<file path="src/logic/wdu_pkg.sv">
// Purpose: constants shared by the watchdog down-counter and its divider
// Assumes: 100 MHz ref_clk, 8-bit register space with 12-bit addresses
// Notes: option inputs are static levels from the option store
//
// Contract
// RULE1 - at terminal count the watchdog fires once: reset or interrupt
// RULE2 - counter advances at a dedicated 10 kHz rate, not system rate
// RULE3 - only on or off; once on it counts until refreshed or timed out
// RULE4 - enabled by refresh instruction or always-on option right after reset
// RULE5 - 24-bit down-counter reloads from upper, high, low reload bytes
// RULE6 - timeout in milliseconds equals reload value divided by ten
// RULE7 - refresh is ignored once the count has reached 000002H
// RULE8 - software never loads a reload value below 000004H
// RULE9 - reload bytes writable only after 55H then AAH at control address
// RULE10 - unlock writes store nothing at the control address
// RULE11 - reads at control address FF0H return reset status instead
// RULE12 - timeout-select option chooses interrupt when clear, reset when set
// RULE13 - always-on cannot be disabled; else only reset or stop recovery
// RULE14 - allowed refresh reloads the counter and restarts the countdown
package wdu_pkg;
  localparam logic [11:0] ADDR_CTRL = 12'hFF0;
  localparam logic [11:0] ADDR_UPPER = 12'hFF1;
  localparam logic [11:0] ADDR_HIGH = 12'hFF2;
  localparam logic [11:0] ADDR_LOW = 12'hFF3;
  localparam logic [7:0] UNLOCK_KEY_FIRST = 8'h55;
  localparam logic [7:0] UNLOCK_KEY_SECOND = 8'hAA;
  localparam logic [7:0] RST_UPPER = 8'hFF;
  localparam logic [7:0] RST_HIGH = 8'hFF;
  localparam logic [7:0] RST_LOW = 8'hFF;
  localparam logic [23:0] REFRESH_FLOOR = 24'h000002;
  localparam logic [23:0] MIN_RELOAD = 24'h000004;
  localparam logic [23:0] TERMINAL = 24'h000001;
  localparam int STAT_TIMEOUT_BIT = 7;
  localparam int STAT_ENABLED_BIT = 6;
  localparam int STAT_UNLOCKED_BIT = 5;
  localparam int CLK_FREQ_HZ = 100000000;
  localparam int RC_FREQ_HZ = 10000;
  localparam int TICK_CYCLES = CLK_FREQ_HZ / RC_FREQ_HZ;
endpackage : wdu_pkg

</file>
<file path="src/logic/wdu_watchdog.sv">
// Purpose: 24-bit watchdog down-counter with keyed reload registers
// Assumes: cpu register strobes and refresh instruction are on ref_clk
// Notes: timeout outputs are one-cycle pulses; status flag is sticky
`timescale 1ns/1ns
module wdu_watchdog #(
  parameter int TICK_CYCLES = wdu_pkg::TICK_CYCLES
) (
  input wire logic ref_clk, // system clock, 100 MHz
  input wire logic reset_n, // async system reset, active low
  input wire logic [11:0] reg_addr, // register space address
  input wire logic reg_wr, // write strobe, one cycle
  input wire logic reg_rd, // read strobe, one cycle
  input wire logic [7:0] reg_wdata, // write data
  output logic [7:0] reg_rdata, // read data, valid cycle after reg_rd
  input wire logic watchdog_refresh_instr, // refresh instruction pulse
  input wire logic stop_recovery, // stop-mode recovery pulse
  input wire logic always_on_option, // high: run from reset, no disable
  input wire logic timeout_reset_select, // high: reset, low: interrupt
  output logic sys_reset_req, // timeout reset request pulse
  output logic irq_req // timeout interrupt request pulse
);
  // key walk of the unlock sequence; the fourth code is never entered
  typedef enum logic [1:0] {
    LOCKED,
    GOT_FIRST,
    UNLOCKED
  } wdu_lock_type;

  // oscillator-rate enable from the divider
  logic tick;

  // unlock walk, reload bytes and read data
  wdu_lock_type lock_reg;
  wdu_lock_type lock_next;
  logic [7:0] reload_upper_byte_reg;
  logic [7:0] reload_upper_byte_next;
  logic [7:0] reload_high_byte_reg;
  logic [7:0] reload_high_byte_next;
  logic [7:0] reload_low_byte_reg;
  logic [7:0] reload_low_byte_next;
  logic [7:0] rdata_next;

  // countdown, enable and timeout state
  logic [23:0] cnt_reg;
  logic [23:0] cnt_next;
  logic en_reg;
  logic en_next;
  logic timeout_flag_reg;
  logic timeout_flag_next;
  logic rst_req_next;
  logic irq_next;

  // decoded strobes and combined values
  logic [23:0] reload_value;
  logic ctrl_wr;
  logic refresh_ok;
  logic fire;

  // a one-cycle divider could never make a separate tick pulse
  generate
    if (TICK_CYCLES < 2) begin : g_bad_tick
      $error("wdu_watchdog: TICK_CYCLES must be at least 2");
    end
  endgenerate

  // oscillator-rate enable; each tick is 100 us, so reload/10 ms
  wdu_tick_div #(
    .DIV(TICK_CYCLES)
  ) u_tick ( // RULE6
    .ref_clk(ref_clk),
    .reset_n(reset_n),
    .tick(tick)
  );

  // write strobe aimed at one register address
  function automatic logic wr_hit(input logic wr, input logic [11:0] addr,
                                  input logic [11:0] target);
    return wr && (addr == target);
  endfunction : wr_hit

  // reload word and decoded strobes
  assign reload_value = {reload_upper_byte_reg, reload_high_byte_reg,
                         reload_low_byte_reg}; // RULE5
  assign ctrl_wr = wr_hit(reg_wr, reg_addr, wdu_pkg::ADDR_CTRL);
  // a late refresh must not mask a fault that is about to fire
  assign refresh_ok = watchdog_refresh_instr &&
                      (cnt_reg > wdu_pkg::REFRESH_FLOOR); // RULE7

  // unlock sequence; control writes only walk the key, nothing is stored
  always_comb begin
    lock_next = lock_reg;
    if (ctrl_wr) begin // RULE10
      unique case (lock_reg)
        LOCKED: begin
          lock_next = (reg_wdata == wdu_pkg::UNLOCK_KEY_FIRST) ?
                      GOT_FIRST : LOCKED; // RULE9
        end
        GOT_FIRST: begin
          lock_next = (reg_wdata == wdu_pkg::UNLOCK_KEY_SECOND) ?
                      UNLOCKED : LOCKED; // RULE9
        end
        UNLOCKED: begin
          lock_next = LOCKED;
        end
        default: begin
          lock_next = LOCKED; // stray code falls back to locked
        end
      endcase
    end else if (wr_hit(reg_wr, reg_addr, wdu_pkg::ADDR_LOW)) begin
      lock_next = LOCKED; // low byte closes the window
    end
  end

  // reload bytes, written only while unlocked
  always_comb begin
    reload_upper_byte_next = reload_upper_byte_reg;
    reload_high_byte_next = reload_high_byte_reg;
    reload_low_byte_next = reload_low_byte_reg;
    if (reg_wr && lock_reg == UNLOCKED) begin // RULE9
      if (reg_addr == wdu_pkg::ADDR_UPPER) begin
        reload_upper_byte_next = reg_wdata;
      end
      if (reg_addr == wdu_pkg::ADDR_HIGH) begin
        reload_high_byte_next = reg_wdata;
      end
      if (reg_addr == wdu_pkg::ADDR_LOW) begin
        reload_low_byte_next = reg_wdata;
      end
    end
  end

  // read mux; control address answers with reset status
  always_comb begin
    rdata_next = 8'h00;
    if (reg_rd) begin
      unique case (reg_addr)
        wdu_pkg::ADDR_CTRL: begin
          rdata_next[wdu_pkg::STAT_TIMEOUT_BIT] = timeout_flag_reg; // RULE11
          rdata_next[wdu_pkg::STAT_ENABLED_BIT] = en_reg;
          rdata_next[wdu_pkg::STAT_UNLOCKED_BIT] = (lock_reg == UNLOCKED);
        end
        wdu_pkg::ADDR_UPPER: begin
          rdata_next = reload_upper_byte_reg;
        end
        wdu_pkg::ADDR_HIGH: begin
          rdata_next = reload_high_byte_reg;
        end
        wdu_pkg::ADDR_LOW: begin
          rdata_next = reload_low_byte_reg;
        end
        default: begin
          rdata_next = 8'h00; // unmapped reads as zero
        end
      endcase
    end
  end

  // register bank for the unlock walk, reload bytes and read data
  always_ff @(posedge ref_clk or negedge reset_n) begin
    if (!reset_n) begin
      lock_reg <= LOCKED;
      reload_upper_byte_reg <= wdu_pkg::RST_UPPER;
      reload_high_byte_reg <= wdu_pkg::RST_HIGH;
      reload_low_byte_reg <= wdu_pkg::RST_LOW;
      reg_rdata <= 8'h00;
    end else begin
      lock_reg <= lock_next;
      reload_upper_byte_reg <= reload_upper_byte_next;
      reload_high_byte_reg <= reload_high_byte_next;
      reload_low_byte_reg <= reload_low_byte_next;
      reg_rdata <= rdata_next;
    end
  end

  // countdown, enable and timeout; refresh beats the tick in a cycle
  always_comb begin
    en_next = en_reg;
    cnt_next = cnt_reg;
    fire = 1'b0;
    if (always_on_option) begin
      en_next = 1'b1; // RULE4
    end else if (stop_recovery) begin
      en_next = 1'b0; // RULE13
    end
    if (!en_reg) begin
      cnt_next = reload_value; // off: stays primed for a fresh start
      if (watchdog_refresh_instr) begin
        en_next = 1'b1; // RULE4
      end
    end else if (refresh_ok) begin
      cnt_next = reload_value; // RULE14
    end else if (tick) begin // RULE3
      if (cnt_reg <= wdu_pkg::TERMINAL) begin
        fire = 1'b1; // RULE1
        cnt_next = reload_value; // single shot, then a new period
      end else begin
        cnt_next = cnt_reg - 24'h000001;
      end
    end
    // switching off re-primes the count for the next start
    if (en_next == 1'b0 && en_reg == 1'b1) begin
      cnt_next = reload_value;
    end
    rst_req_next = fire && timeout_reset_select; // RULE12
    irq_next = fire && !timeout_reset_select; // RULE12
    timeout_flag_next = timeout_flag_reg || fire; // sticky until reset
  end

  // countdown registers; reload values below the minimum are not screened,
  // keeping them in range is left to the software
  always_ff @(posedge ref_clk or negedge reset_n) begin
    if (!reset_n) begin
      en_reg <= 1'b0;
      cnt_reg <= {wdu_pkg::RST_UPPER, wdu_pkg::RST_HIGH, wdu_pkg::RST_LOW};
      timeout_flag_reg <= 1'b0;
      sys_reset_req <= 1'b0;
      irq_req <= 1'b0;
    end else begin
      en_reg <= en_next;
      cnt_reg <= cnt_next;
      timeout_flag_reg <= timeout_flag_next;
      sys_reset_req <= rst_req_next;
      irq_req <= irq_next;
    end
  end
endmodule : wdu_watchdog

</file>
<file path="src/logic/wdu_tick_div.sv">
// Purpose: one-cycle enable pulse at the watchdog oscillator rate
// Assumes: DIV of at least 2 system cycles
// Notes: stands in for the on-chip RC oscillator in a single clock domain
`timescale 1ns/1ns
module wdu_tick_div #(
  parameter int DIV = wdu_pkg::TICK_CYCLES
) (
  input wire logic ref_clk, // system clock
  input wire logic reset_n, // async reset, active low
  output logic tick // one pulse every DIV cycles
);
  localparam int CW = $clog2(DIV);
  localparam logic [CW-1:0] LAST = CW'(DIV - 1);

  logic [CW-1:0] cnt_reg;
  logic [CW-1:0] cnt_next;
  logic tick_next;

  generate
    if (DIV < 2) begin : g_bad_div
      $error("wdu_tick_div: DIV must be at least 2");
    end
  endgenerate

  // free-running divider, pulse on wrap
  always_comb begin
    tick_next = (cnt_reg == LAST); // RULE2
    cnt_next = tick_next ? '0 : cnt_reg + 1'b1;
  end

  always_ff @(posedge ref_clk or negedge reset_n) begin
    if (!reset_n) begin
      cnt_reg <= '0;
      tick <= 1'b0;
    end else begin
      cnt_reg <= cnt_next;
      tick <= tick_next;
    end
  end
endmodule : wdu_tick_div

</file>
<file path="config.mk">
export PLATFORM = sky130hd
export DESIGN_NAME = wdu_watchdog
export DESIGN_NICKNAME = d
export VERILOG_FILES = /design/src/logic/wdu_pkg.sv /design/src/logic/wdu_watchdog.sv /design/src/logic/wdu_tick_div.sv
export SDC_FILE = /design/constraint.sdc
export NUM_CORES = 1
export LEC_CHECK = 0
export ABC_AREA = 0
export BUFFER_PORTS_ARGS = -buffer_cell sky130_fd_sc_hd__buf_2
export CAP_MARGIN = 20
export CELL_PAD_IN_SITES_DETAIL_PLACEMENT = 1
export CELL_PAD_IN_SITES_GLOBAL_PLACEMENT = 1
export CORE_MARGIN = 5
export CORE_UTILIZATION = 47
export DETAILED_ROUTE_END_ITERATION = 8
export PLACE_DENSITY = 0.9
export RECOVER_POWER = 25
export SETUP_SLACK_MARGIN = 0.1
export SLEW_MARGIN = 20
export SYNTH_ARGS = -nofsm -noshare
export SYNTH_HDL_FRONTEND = slang
export SYNTH_SLANG_ARGS = --single-unit
</file>
<file path="constraint.sdc">
create_clock -name ref_clk -period 3.18 [get_ports ref_clk]
set_input_delay 0.318 -clock ref_clk [delete_from_list [all_inputs] [get_ports ref_clk]]
set_output_delay 0.318 -clock ref_clk [all_outputs]
set_load 0.01 [all_outputs]
</file>
==> impl_metrics.ini <==
[outcome]
outcome = finished, violations left
violations = max-capacitance violations, max-slew violations

[setup_path]
reg2reg_from = cnt_reg[11]$_DFFE_PN1P_
ff2ff_setup_slack_ns = 0.41
cp-start-kind = flop
crit_path_top_delay_cell = nor3_1
crit_path_max_fanout = 6
path_delay_family = simple AND/OR/NAND/NOR gates
cp-end-kind = flop
cp.required_ns = 3.41
rr_worst_depth = 5
slowest_delay_ns = 0.64
path_cells = nor4_1 -> nand4_1 -> nor3_1 -> nand2b_1 -> o311ai_0
criticalPathCategory = flop to flop
worstPathArrival_ns = 3.01
r2r-end = cnt_reg[23]$_DFFE_PN1P_
path_buf_inv = 0

[finish]
num_antenna_cells = 0
layout.nets = 446
layout_common_cells = dfstp_2 (48), nor2_1 (37), buf_2 (36), mux2_2 (30), dfrtp_1 (29)
drive_above_1_share = 0.3652
area_delta_synth_final_pct = 13.17
fillCellCount = 941
final_common_cell = dfstp_2
largest_reg_flops = 24

[power]
p_leak_nw = 1.911
p_per_area_nw_per_um2 = 532.6
total_power_mw = 2.406
peakVddDrop_v = 0.0002351

[yosys]
ys.flop_type = dfstp_2
synthCells = 372
netlist-cell-type-count = 63
synth_top_area_cell = dfstp_2
synth-seq-area-share = 0.4978
ys_seq_elements = 77
synth.area.top_cells = dfstp_2 (32%), dfrtp_1 (18%), mux2_2 (8.5%)
yosysWarnings = 0
async_flop_share = 1.000
avgSynthCellArea_um2 = 10.73
yosys.area.top_type_share = 0.3160
syn-num-nets = 404
synth.cell_area_um2 = 3991
synth_edf_count = 0

[grt]
grt_pass1_vias = 3379
overflow = 0
gr-usage-all-layers = 0.2377
antenna_found_initial = 0
grt_pass1_wl_um = 18750
grt_max_degree = 78

[routing]
drt_iter0_markers = 228
drc = 0
finalWirelength_um = 11610
vias = 3272
wl_per_cell_um = 22.15
vias_per_cell = 6.244
ant_nets = 0
first_pass_iters = 5

[sta]
fin_crit_ns = 2.775
tightest_slew_ns = 1.888
fmax_mhz = 360.4
min_period_over_period = 0.8726
fin_tns_setup_ns = 0
rsz0062_at_grt = no
slew_headroom = -0.2586
finClkSkew_ns = 0.01177
timing.final.ws_setup_ns = 0.4052
finalMaxSlewViolations = 78
timing.final.hold_violations = 0
setup_violations = 0

[clocking]
cts_tree = built
cts_setup_buffers = 0
clkTransAtPathRegs_ns = 0.09
cts_inserted_buffers = 9
clkSinkCount = 77
cts_max_level = 3
clk_latency_ns = 0.37
cts_buffer_depth = 2
cts.repair.resized = 0
hold_buffers = 0
cts_root_buf = clkbuf_8

[place]
dp_hpwl_um = 8279
port_buffers = 37
place.gp.congestion = 0.8713
post-place-ws_ns = 0.4810

[min_path]
min_path_type = input port to flop
hold_end = irq_req$_DFF_PN0_
hp-start = timeout_reset_select
hold_path_depth = 2

[flow_run]
max_cap_violations = 1

[floorplanning]
dieArea_um2 = 10440
die_w_um = 102.2
start_util = 0.4833
rows = 33
die_h_um = 102.2
io_pins = 38
fp.coreArea_um2 = 8258
## cell families (layout without fill, tap and decap cells)
kind of cell,count (synthesis),in the layout,share of synthesized area
xor+xnor,11,11,0.02414
compound gates,79,79,0.1458
flops,77,77,0.4978
fa+ha+maj,4,4,0.01254
simple gates,145,145,0.1944
mux,33,33,0.09843
buf+inv,23,70,0.02696
## metrics by stage
step	hold WS, ns	std cells	utilization	instance area (um2)
floorplan	0.02241	372	-	3991
global placement	0.4700	508	0.5198	4293
detailed placement	0.4917	508	0.5198	4293
CTS	0.09850	524	0.5473	4519
global route	0.1050	524	0.5470	4517
finish	0.1189	524	0.5470	4517
## worst register-to-register path, cell delays in order, from the launching register on
cell and delay (ns):
dfstp_2 0.39, nor4_1 0.62, nand4_1 0.44, nor3_1 0.64, nand2b_1 0.14, o311ai_0 0.42
## worst max-delay path by stage
stage	from	to	slack [ns]	depth (start not counted)
2_1_floorplan	cnt_reg[1]$_DFFE_PN1P_	cnt_reg[18]$_DFFE_PN1P_	0.89	8
5_1_grt	cnt_reg[11]$_DFFE_PN1P_	cnt_reg[23]$_DFFE_PN1P_	0.23	6
4_1_cts	cnt_reg[11]$_DFFE_PN1P_	cnt_reg[23]$_DFFE_PN1P_	0.46	6
3_3_place_gp	cnt_reg[11]$_DFFE_PN1P_	cnt_reg[15]$_DFFE_PN1P_	0.65	6
6_report	cnt_reg[11]$_DFFE_PN1P_	cnt_reg[23]$_DFFE_PN1P_	0.41	5
3_5_place_dp	cnt_reg[11]$_DFFE_PN1P_	cnt_reg[9]$_DFFE_PN1P_	0.48	6
## layout make-up
type                            instances  area [um2]  share of cell area
Multi-Input combinational cell        272        1897              0.4199
Sequential cell                        77        1987              0.4399
Timing Repair Buffer                   44       237.7             0.05263
Clock inverter                          7       102.6             0.02271
Inverter                               10       37.54            0.008310
Tap cell                              105       131.4             0.02909
Clock buffer                            9       123.9             0.02742
## routing by layer
metal	track usage	routed length (um)	up-vias
met5	0	0	-
met4	0.08981	275	0
met3	0.04027	644	27
met2	0.3908	5790	126
met1	0.3155	4896	1658
li1	-	-	1461
## Yosys cell counts, types with 4 or more instances
cell	n
a221o_1	4
a22oi_1	9
a31oi_1	4
a32oi_1	7
and2_1	4
and3_1	5
clkbuf_1	7
dfrtp_1	29
dfstp_2	48
ha_1	4
inv_1	10
mux2_2	30
nand2_1	28
nand2b_1	7
nand3_1	13
nand4_1	6
nor2_1	37
nor3_1	13
nor4_1	4
o21ai_0	22
o22a_1	4
o311a_1	4
xor2_1	8
## power by group
| group | switching, mW | internal [mW] | leakage (nW) |
|---|---|---|---|
| clock | 0.414 | 0.455 | 0.117 |
| combinational | 0.305 | 0.161 | 0.912 |
| sequential | 0.0458 | 1.03 | 0.882 |
(Power assumes the default switching activity.)
